### src/autoneg_map.svh
// Register indices, field positions, reset values and masks for the autoneg registers
`ifndef AUTONEG_MAP_SVH
`define AUTONEG_MAP_SVH

`define AN_IDX_ADVERTISE     5'h04
`define AN_IDX_PARTNER       5'h05
`define AN_IDX_EXPANSION     5'h06

`define AN_SELECTOR_8023     5'h01
`define AN_ADV_RO_MASK       16'hc200
`define AN_ADV_RESERVED_MASK 16'hd200
`define AN_LPA_RESERVED_MASK 16'h1800
`define AN_EXP_RESERVED_MASK 16'hffe0

`define AN_BIT_RFAULT        13
`define AN_BIT_PAUSE_HI      11
`define AN_BIT_PAUSE_LO      10
`define AN_BIT_100FD         8
`define AN_BIT_100HD         7
`define AN_BIT_10FD          6
`define AN_BIT_10HD          5
`define AN_BIT_LP_NP         15
`define AN_BIT_LP_ACK        14
`define AN_BIT_LP_T4         9

`define AN_EXP_PDF           4
`define AN_EXP_LP_NP         3
`define AN_EXP_LOCAL_NP      2
`define AN_EXP_PAGE_RX       1
`define AN_EXP_LP_AN         0

`define AN_PAUSE_NONE        2'h0
`define AN_PAUSE_SYM         2'h1
`define AN_PAUSE_ASYM        2'h2

`endif

### src/autoneg_pkg.sv
// Types shared by the autoneg register bank
package autoneg_pkg;

  typedef struct packed {
    logic        req;
    logic        wr;
    logic [4:0]  idx;
    logic [15:0] wdata;
  } mgmt_req_t;

  typedef struct packed {
    logic        page_valid;
    logic [15:0] code_word;
    logic        partner_an_able;
    logic        parallel_fault;
    logic        an_complete;
  } link_evt_t;

  typedef enum logic [1:0] {
    PAUSE_OFF,
    PAUSE_SYM,
    PAUSE_ASYM
  } pause_res_t;

endpackage

### src/autoneg_ability_registers.sv
// Auto-negotiation advertisement, partner ability and expansion registers
//
// How it works
// - Pause field bits 11:10 encode none, sym, asym or both; resets to zero.
// - With both pause bits set, resolve to at most one mode on completion.
// - Advertised 100FD, 10FD and 10HD bits reset from the mode straps.
// - Advertised 100HD bit resets to one.
// - Advertised 10FD bit set means full duplex ability, clear means none.
// - Selector field reads IEEE 802.3; writable in advertise, fixed in partner.
// - Partner next-page bit is read-only and always zero.
// - Partner acknowledge is set once a code word arrives, zero before.
// - Partner remote-fault reports the partner fault bit, resets zero.
// - Partner pause bit reports partner pause support.
// - Partner T4 bit is read-only, resets zero.
// - Partner speed/duplex bits mirror the received code word, reset zero.
// - Expansion flags parallel detection fault, resets zero.
// - Expansion shows partner next page ability.
// - Local next-page-able expansion bit reads zero.
// - Page-received bit latches high on a new page, resets zero.
// - Expansion shows partner auto-negotiation ability.
// - Restart request input high restarts negotiation; the restart bit follows it one cycle later and clears one cycle after it drops.
`timescale 1ns/1ps
`include "autoneg_map.svh"

module autoneg_ability_registers (
  input  wire logic                   clk_i,
  input  wire logic                   sys_rst_i,
  input  wire logic                   soft_rst_i,
  input  wire logic [2:0]             mode_strap_i,
  input  wire autoneg_pkg::mgmt_req_t mgmt_i,
  output logic      [15:0]            rdata_o,
  output logic                        rvalid_o,
  input  wire logic                   restart_req_i,
  output logic                        restart_o,
  output logic                        restart_pending_o,
  input  wire autoneg_pkg::link_evt_t link_i,
  output autoneg_pkg::pause_res_t     pause_res_o
);
  import autoneg_pkg::*;

  // ----------------------------------------------------------------
  // Strap synchroniser
  // ----------------------------------------------------------------
  logic [2:0] strap_meta;
  logic [2:0] strap_sync;

  always_ff @(posedge clk_i) begin
    strap_meta <= mode_strap_i;
    strap_sync <= strap_meta;
  end

  function automatic logic [2:0] strap_abil(input logic [2:0] m);
    // Returns {100FD, 10FD, 10HD} advertised for a mode strap value
    case (m)
      3'h0: strap_abil = 3'b000;
      3'h1: strap_abil = 3'b010;
      3'h2: strap_abil = 3'b000;
      3'h3: strap_abil = 3'b100;
      default: strap_abil = 3'b111;
    endcase
  endfunction

  // ----------------------------------------------------------------
  // Register state
  // ----------------------------------------------------------------
  logic        adv_rfault;
  logic [1:0]  adv_pause;
  logic        adv_100fd;
  logic        adv_100hd;
  logic        adv_10fd;
  logic        adv_10hd;
  logic [4:0]  adv_sel;
  logic [15:0] lpa;
  logic        lpa_ack;
  logic        pdf_latch;
  logic        page_latch;
  logic        restart;
  logic        restart_q;
  logic        strap_load;
  pause_res_t  pause_res;

  logic        next_adv_rfault;
  logic [1:0]  next_adv_pause;
  logic        next_adv_100fd;
  logic        next_adv_100hd;
  logic        next_adv_10fd;
  logic        next_adv_10hd;
  logic [4:0]  next_adv_sel;
  logic [15:0] next_lpa;
  logic        next_lpa_ack;
  logic        next_pdf_latch;
  logic        next_page_latch;
  logic        next_restart;
  logic        next_strap_load;
  pause_res_t  next_pause_res;
  logic [15:0] next_rdata;
  logic        next_rvalid;

  logic        any_rst;
  logic        wr_adv;
  logic        rd_adv;
  logic        rd_exp;
  logic        rd_lpa;
  logic [15:0] adv_word;
  logic [15:0] lpa_word;
  logic [15:0] exp_word;

  function automatic logic reg_hit(input mgmt_req_t m, input logic wr, input logic [4:0] idx);
    // True when a request targets one register in one direction
    reg_hit = m.req & (m.wr == wr) & (m.idx == idx);
  endfunction

  assign any_rst = sys_rst_i | soft_rst_i;
  assign wr_adv  = reg_hit(mgmt_i, 1'b1, `AN_IDX_ADVERTISE);
  assign rd_adv  = reg_hit(mgmt_i, 1'b0, `AN_IDX_ADVERTISE);
  assign rd_lpa  = reg_hit(mgmt_i, 1'b0, `AN_IDX_PARTNER);
  assign rd_exp  = reg_hit(mgmt_i, 1'b0, `AN_IDX_EXPANSION);

  // ----------------------------------------------------------------
  // Read views
  // ----------------------------------------------------------------
  always_comb begin
    adv_word = 16'h0000;
    adv_word[`AN_BIT_RFAULT] = adv_rfault;
    adv_word[`AN_BIT_PAUSE_HI:`AN_BIT_PAUSE_LO] = adv_pause;
    adv_word[`AN_BIT_100FD] = adv_100fd;
    adv_word[`AN_BIT_100HD] = adv_100hd;
    adv_word[`AN_BIT_10FD] = adv_10fd;
    adv_word[`AN_BIT_10HD] = adv_10hd;
    adv_word[4:0] = adv_sel;
    adv_word = adv_word & ~`AN_ADV_RESERVED_MASK;

    lpa_word = lpa & ~`AN_LPA_RESERVED_MASK;
    lpa_word[`AN_BIT_LP_NP] = 1'b0;
    lpa_word[`AN_BIT_LP_ACK] = lpa_ack;
    lpa_word[`AN_BIT_LP_T4] = 1'b0;
    lpa_word[4:0] = `AN_SELECTOR_8023;

    exp_word = 16'h0000;
    exp_word[`AN_EXP_PDF] = pdf_latch;
    exp_word[`AN_EXP_LP_NP] = lpa[`AN_BIT_LP_NP];
    exp_word[`AN_EXP_LOCAL_NP] = 1'b0;
    exp_word[`AN_EXP_PAGE_RX] = page_latch;
    exp_word[`AN_EXP_LP_AN] = link_i.partner_an_able;
  end

  // ----------------------------------------------------------------
  // Advertisement register
  // ----------------------------------------------------------------
  always_comb begin
    next_adv_rfault = adv_rfault;
    next_adv_pause  = adv_pause;
    next_adv_100fd  = adv_100fd;
    next_adv_100hd  = adv_100hd;
    next_adv_10fd   = adv_10fd;
    next_adv_10hd   = adv_10hd;
    next_adv_sel    = adv_sel;
    next_strap_load = 1'b0;
    if (strap_load) begin
      {next_adv_100fd, next_adv_10fd, next_adv_10hd} = strap_abil(strap_sync);
    end
    if (wr_adv) begin
      // Read-only and reserved bits keep their value
      next_adv_rfault = mgmt_i.wdata[`AN_BIT_RFAULT];
      next_adv_pause  = mgmt_i.wdata[`AN_BIT_PAUSE_HI:`AN_BIT_PAUSE_LO];
      next_adv_100fd  = mgmt_i.wdata[`AN_BIT_100FD];
      next_adv_100hd  = mgmt_i.wdata[`AN_BIT_100HD];
      next_adv_10fd   = mgmt_i.wdata[`AN_BIT_10FD];
      next_adv_10hd   = mgmt_i.wdata[`AN_BIT_10HD];
      next_adv_sel    = mgmt_i.wdata[4:0];
    end
  end

  always_ff @(posedge clk_i) begin
    if (any_rst) begin
      adv_rfault <= 1'b0;
      adv_pause  <= 2'h0;
      adv_100fd  <= 1'b0;
      adv_100hd  <= 1'b1;
      adv_10fd   <= 1'b0;
      adv_10hd   <= 1'b0;
      adv_sel    <= `AN_SELECTOR_8023;
      strap_load <= 1'b1;
    end else begin
      adv_rfault <= next_adv_rfault;
      adv_pause  <= next_adv_pause;
      adv_100fd  <= next_adv_100fd;
      adv_100hd  <= next_adv_100hd;
      adv_10fd   <= next_adv_10fd;
      adv_10hd   <= next_adv_10hd;
      adv_sel    <= next_adv_sel;
      strap_load <= next_strap_load;
    end
  end

  // ----------------------------------------------------------------
  // Partner ability capture
  // ----------------------------------------------------------------
  always_comb begin
    next_lpa     = lpa;
    next_lpa_ack = lpa_ack;
    if (link_i.page_valid) begin
      next_lpa     = link_i.code_word;
      next_lpa_ack = 1'b1;
    end
  end

  always_ff @(posedge clk_i) begin
    if (any_rst) begin
      lpa     <= 16'h0000;
      lpa_ack <= 1'b0;
    end else begin
      lpa     <= next_lpa;
      lpa_ack <= next_lpa_ack;
    end
  end

  // ----------------------------------------------------------------
  // Expansion latches
  // ----------------------------------------------------------------
  always_comb begin
    next_pdf_latch  = pdf_latch;
    next_page_latch = page_latch;
    // Read clears, but a pending event wins
    if (rd_exp) begin
      next_page_latch = 1'b0;
      next_pdf_latch  = 1'b0;
    end
    if (link_i.page_valid) begin
      next_page_latch = 1'b1;
    end
    if (link_i.parallel_fault) begin
      next_pdf_latch = 1'b1;
    end
  end

  always_ff @(posedge clk_i) begin
    if (any_rst) begin
      pdf_latch  <= 1'b0;
      page_latch <= 1'b0;
    end else begin
      pdf_latch  <= next_pdf_latch;
      page_latch <= next_page_latch;
    end
  end

  // ----------------------------------------------------------------
  // Restart request
  // ----------------------------------------------------------------
  always_comb begin
    next_restart = restart_req_i;
  end

  always_ff @(posedge clk_i) begin
    if (any_rst) begin
      restart   <= 1'b0;
      restart_q <= 1'b0;
    end else begin
      restart   <= next_restart;
      restart_q <= restart;
    end
  end

  // ----------------------------------------------------------------
  // Pause resolution
  // ----------------------------------------------------------------
  always_comb begin
    next_pause_res = pause_res;
    if (restart) begin
      next_pause_res = PAUSE_OFF;
    end else if (link_i.an_complete) begin
      // Both local bits set: pick sym if partner pauses, else asym
      if (adv_pause == `AN_PAUSE_NONE) begin
        next_pause_res = PAUSE_OFF;
      end else if (adv_pause == `AN_PAUSE_SYM) begin
        next_pause_res = lpa[`AN_BIT_PAUSE_LO] ? PAUSE_SYM : PAUSE_OFF;
      end else if (adv_pause == `AN_PAUSE_ASYM) begin
        next_pause_res = lpa[`AN_BIT_PAUSE_LO] ? PAUSE_ASYM : PAUSE_OFF;
      end else begin
        next_pause_res = lpa[`AN_BIT_PAUSE_LO] ? PAUSE_SYM : PAUSE_ASYM;
      end
    end
  end

  always_ff @(posedge clk_i) begin
    if (any_rst) begin
      pause_res <= PAUSE_OFF;
    end else begin
      pause_res <= next_pause_res;
    end
  end

  // ----------------------------------------------------------------
  // Read port
  // ----------------------------------------------------------------
  always_comb begin
    next_rvalid = mgmt_i.req & ~mgmt_i.wr;
    next_rdata  = rdata_o;
    if (rd_adv) begin
      next_rdata = adv_word;
    end else if (rd_lpa) begin
      next_rdata = lpa_word;
    end else if (rd_exp) begin
      next_rdata = exp_word;
    end else if (next_rvalid) begin
      // Unmapped index reads zero
      next_rdata = 16'h0000;
    end
  end

  always_ff @(posedge clk_i) begin
    if (any_rst) begin
      rdata_o  <= 16'h0000;
      rvalid_o <= 1'b0;
    end else begin
      rdata_o  <= next_rdata;
      rvalid_o <= next_rvalid;
    end
  end

  assign restart_o         = restart;
  assign restart_pending_o = restart | restart_q;
  assign pause_res_o       = pause_res;

endmodule // autoneg_ability_registers

### config.mk
export PLATFORM = sky130hd
export DESIGN_NAME = autoneg_ability_registers
export DESIGN_NICKNAME = d
export VERILOG_FILES = /design/src/autoneg_pkg.sv /design/src/autoneg_ability_registers.sv
export VERILOG_INCLUDE_DIRS = /design/src /design/src/src
export SDC_FILE = /design/constraint.sdc
export NUM_CORES = 1
export LEC_CHECK = 0
export CORE_MARGIN = 3
export CORE_UTILIZATION = 42
export DETAILED_ROUTE_END_ITERATION = 6
export DONT_BUFFER_PORTS = 1
export PLACE_DENSITY = 0.55
export SLEW_MARGIN = 0
export SYNTH_ARGS = -nofsm -noshare
export SYNTH_HDL_FRONTEND = slang
export SYNTH_SLANG_ARGS = --single-unit
### constraint.sdc
create_clock -name clk_i -period 1.8 [get_ports clk_i]
set_clock_uncertainty 0.05 [all_clocks]
set_input_delay 0.36 -clock clk_i [delete_from_list [all_inputs] [get_ports clk_i]]
set_output_delay 0.36 -clock clk_i [all_outputs]
set_load 0.02 [all_outputs]
# Yosys cells after proc, flatten, opt, wreduce, memory -nomap -nowiden
# Cells that the tools add are included.
dict set report classes {
  n_eq_ne 8
  n_lt_le_gt_ge 0
  n_mux 21
  div_mod_pow 0
  bitwise 9
  reduce_logical 10
  n_shift 0
  n_addsub 0
  multipliers 0
}
# cell count
set ops {}
lappend ops {{$mux 15} 3}
lappend ops {{$eq 5x3->1 const B} 3}
lappend ops {{$mux 14} 1}
lappend ops {{$mux 1} 11}
lappend ops {{$mux 2} 5}
lappend ops {{$pmux 3 s3} 1}
lappend ops {{$and 1x1->1} 6}
lappend ops {{$eq 3x2->1 const B} 2}
lappend ops {{$reduce_bool 2->1} 3}
lappend ops {{$reduce_or 2->1} 3}
lappend ops {{$reduce_bool 4->1} 1}
lappend ops {{$eq 3x1->1 const B} 1}
lappend ops {{$logic_not 3->1} 1}
lappend ops {{$reduce_bool 3->1} 1}
lappend ops {{$eq 2x1->1 const B} 1}
lappend ops {{$eq 2x2->1 const B} 1}
lappend ops {{$logic_not 2->1} 1}
lappend ops {{$or 1x1->1} 2}
lappend ops {{$not 1->1} 1}
dict set report totals {
  romBits 0
  ram_bits 0
  word_cells 68
  input_bits 50
  latch_bits 0
  memories 0
  regBits 56
}

# Longest topological paths before layout
dict set report depth {
  depth_word 6
  depth_mapped 5
  ltp_nobuf 4
}

# Least setup slack after synthesis
# No wires, ideal clock.
dict set report synth_path {
  kind {input-to-reg}
  startpoint {input port mgmt_i[17] (netlist name)}
  endpoint {register adv_100hd}
  required_ns 1.615
  path_buffers 2
  t_arrival_ns 1.345
  path_slack_ns 0.271
  setup_ns 0.135
  path_stages 5
  cell_sequence {buf_6 or4b_4 buf_6 o21ai_1 nand3_1}
}
dict set report synth_via {
  elab_chain_len 2
}
# element line
set synth_lines {}
lappend synth_lines {{start: declaration} autoneg_ability_registers.sv:30} ;# input wire autoneg_pkg::mgmt_req_t mgmt_i,
lappend synth_lines {{$eq 5x3->1} autoneg_ability_registers.sv:110} ;# reg_hit = m.req & (m.wr == wr) & (m.idx == idx);
lappend synth_lines {{$and 1x1->1} autoneg_ability_registers.sv:110}
lappend synth_lines {{end signal: assignment} autoneg_ability_registers.sv:188} ;# adv_100hd <= next_adv_100hd;
lappend synth_lines {{end: declaration} autoneg_ability_registers.sv:69} ;# logic adv_100hd;
# Every way passes these cells.
# A chain may end at the register's enable or synchronous reset.

# Worst setup path in the final report
dict set report layout_path {
  startpoint {register restart, in the netlist restart_o}
  endpoint {output port restart_pending_o}
}
dict set report layout_via {
  elab_chain_len 1
}
# element line
set layout_lines {}
lappend layout_lines {{start: declaration} autoneg_ability_registers.sv:77} ;# logic restart;
lappend layout_lines {{start signal: assignment} autoneg_ability_registers.sv:259} ;# restart <= next_restart;
lappend layout_lines {{$or 1x1->1} autoneg_ability_registers.sv:322} ;# assign restart_pending_o = restart | restart_q;
lappend layout_lines {{end: declaration} autoneg_ability_registers.sv:35} ;# output logic restart_pending_o,
# Every way passes these cells.

==> summary.txt <==
Status
  • Status: finished, final reports clean

Global routing
  • Grt ovf: 0
  • Number of global-route vias before repair: 1346
  • First-pass GRT wire length: 6.417 mm
  • Number of antenna violations at the first check in global routing: 0
  • GRT Total Usage: 16.10%
  • Largest net degree at the start of global routing: 24

Critical path
  • Arr. time, crit path: 1070 ps
  • CP Launch Type: flop
  • Buf+Inv Stages, Crit Path: 0
  • Critical Setup Path Class: reg -> out
  • R2r setup slk: 760 ps
  • CP cell instances: or2_2
  • CP endpoint kind: output port
  • WP data required: 1390 ps
  • Max stage delay cell, worst path: dfxtp_1
  • CP max stage delay: 410 ps
  • Cell family with most CP delay: flip-flops
  • Critical path fanouts, max: 5

Timing
  • Slew Limit Fails: 0
  • Post-route setup TNS: 0 ps
  • Period Utilization, post-route: 82.43%
  • RSZ-0062 raised after global routing: false
  • Slew @ Worst Pin: 525.1 ps
  • Fmax: 674.0 MHz
  • Final hold vios: 0
  • Final setup viols: 0
  • Min cycle time layout: 1484 ps
  • Max_slew headroom: 64.96%

Synth
  • Synth cell types: 34
  • Share of the synthesized area in the top cell type: 52.33%
  • Main synth FF type: dfxtp_1
  • Top-count cell post-synth: dfxtp_1
  • Post-synth EDFFs: 0
  • Post-synth top area cell: dfxtp_1
  • Syn. warnings: 0
  • Cell count after synthesis: 178
  • Synth area leaders: dfxtp_1, mux2i_1, a21oi_1
  • Syn Area/Cell: 10.10 sq um
  • Post-synth top cells: dfxtp_1, a21oi_1, mux2i_1, nand3_1, nor2_1
  • Async SR Flop Fraction: 0%
  • Sequential area share after synthesis: 52.33%
  • Yosys reg bits: 47
  • Mapped cell area: 1798 sq um

Job
  • Max-Cap Viols: 0

Layout
  • Share of post-route cells with drive strength above 1: 11.67%
  • NumNets Final: 229
  • Area grow syn2layout: 7.864%
  • FILL cells: 399
  • Multi-input logic area: 774.5 sq um
  • Register area: 940.9 sq um
  • # diodes: 0

Floorplanning
  • Ports: 71
  • Starting density of the core: 44.31%
  • Die width: 71.43 um
  • Rows: 23
  • Die Y-Extent: 71.43 um
  • Core Region: 4058 sq um
  • Die ar.: 5102 sq um

Power and ir drop
  • Power Total: 1932 uW
  • PwrDens: 996.4 nW/um^2
  • Worst VDD drop: 0.5872 mV
  • Leakage: 0.0007103 uW

Drt
  • TritonRoute pass-1 iters: 4
  • Via density: 5.622
  • Via count: 1293
  • Post-DR wirelength/cell: 17.53 um
  • Antenna viol nets, final: 0
  • Residual DRC count: 0
  • DRT iter0 DRCs: 66
  • Post-Route WL: 4.032 mm

Clock tree
  • Num CTS Buffers: 5
  • Cells resized by post-CTS repair: 0
  • Clock insertion delay at the later pin of the skew report: 290 ps
  • CTS root buf: clkbuf_8
  • Worst-path clk slew: 90 ps
  • CTS tree: yes
  • Post-CTS setup buffer count: 0
  • Clock sinks: 47
  • Hold Buf Count CTS: 0
  • Maximum root-to-sink buffer count: 2
  • H-tree levels: 2

Min path
  • Hold WC Path Type: in -> reg

Placement
  • Hpwl dp: 2.853 mm
  • Buffers on Ports: 0
  • GP Congestion: 0.7854
==> worst reg2reg max path: stages (launching register included) <==
cell	delay, ps
dfxtp_1	380
mux2_2	350
o21ai_1	70
a21oi_1	80
==> registers in the layout (all words and copies together), names as in the netlist <==
register and flops:
restart_q 1, adv_sel 5, strap_sync 3, lpa_ack 1
adv_100fd 1, page_latch 1, pdf_latch 1, adv_10hd 1
strap_meta 3, strap_load 1, rvalid_o 1, adv_100hd 1
pause_res_o 2, rdata_o 13, adv_pause 2, adv_rfault 1
restart_o 1, adv_10fd 1, lpa 7
==> per-stage QoR <==
stage / setup WS, ps / instances / cell area (sq um) / util (%) / hold slack (ps)
6_report: 316.2 / 230 / 1939 / 47.80 / 34.35
5_1_grt: 271.7 / 230 / 1939 / 47.80 / 16.83
4_1_cts: 299.3 / 230 / 1939 / 47.80 / 26.16
3_5_place_dp: 362.5 / 222 / 1827 / 45.02 / 263.6
3_3_place_gp: 379.9 / 222 / 1827 / 45.02 / 262.7
2_1_floorplan: 270.7 / 180 / 1805 / - / 259.6
==> per-layer routing <==
metal	global-route usage [%]	wire length [um]	up-vias
met5	0	0	-
met4	5.637	44	0
met3	4.769	235	6
met2	27.35	1935	37
met1	19.33	1816	610
li1	-	-	640
==> logic make-up (layout without fill, tap and decap cells) <==
group                  after synthesis  count (layout)  synth area share [%]
AO/OA/AOI/OAI                       43              43                 14.96
XOR/XNOR                             1               1                0.4872
buffers and inverters               16              16                 5.010
flip-flops                          47              47                 52.33
multiplexers                        17              17                 9.742
other                                1               3                0.2086
AND/OR/NAND/NOR                     53              53                 17.26
==> layout by cell type, fill, tap and decap left out, types with 2 or more instances in the layout <==
master | Yosys | routed
mux2i_1 | 13 | 13
nor2_1 | 12 | 12
nand3_1 | 13 | 13
conb_1 | 1 | 3
o21ai_0 | 4 | 4
a21oi_1 | 13 | 13
buf_4 | 4 | 5
nand4b_1 | 2 | 2
a31oi_1 | 4 | 4
nor2b_1 | 4 | 4
a32o_1 | 4 | 4
mux2_2 | 4 | 4
nand2b_1 | 3 | 3
o21ai_1 | 10 | 10
o2bb2ai_1 | 6 | 6
nor3_1 | 3 | 3
nor3b_1 | 2 | 2
nand2_1 | 3 | 3
inv_1 | 3 | 3
and2_1 | 2 | 2
dfxtp_1 | 47 | 47
clkbuf_8 | 0 | 5
nand4_1 | 3 | 3
==> report_power, final <==
group | switching, uW | internal [uW]
registers | 13.7 | 1060
logic | 56.5 | 39.8
clock network | 347 | 414
==> final cells by class <==
| type | count | area share (%) |
|---|---|---|
| flip-flops and latches | 47 | 48.52 |
| multi-input cells | 117 | 39.94 |
| clock buffers | 5 | 3.548 |
| inverters | 3 | 0.5806 |
| clock inverters | 3 | 2.258 |
| repair buffers | 5 | 1.935 |
| well taps | 50 | 3.226 |
==> final timing paths <==
check / from / endpoint / cells past startpoint
worst max-delay path: restart_o / restart_pending_o / 1
worst min-delay path: mode_strap_i[2] / strap_meta[2] / 0
worst max register to register: strap_load / adv_10hd / 3
worst min register to register: strap_meta[0] / strap_sync[0] / 0
(Power assumes the default switching activity.)
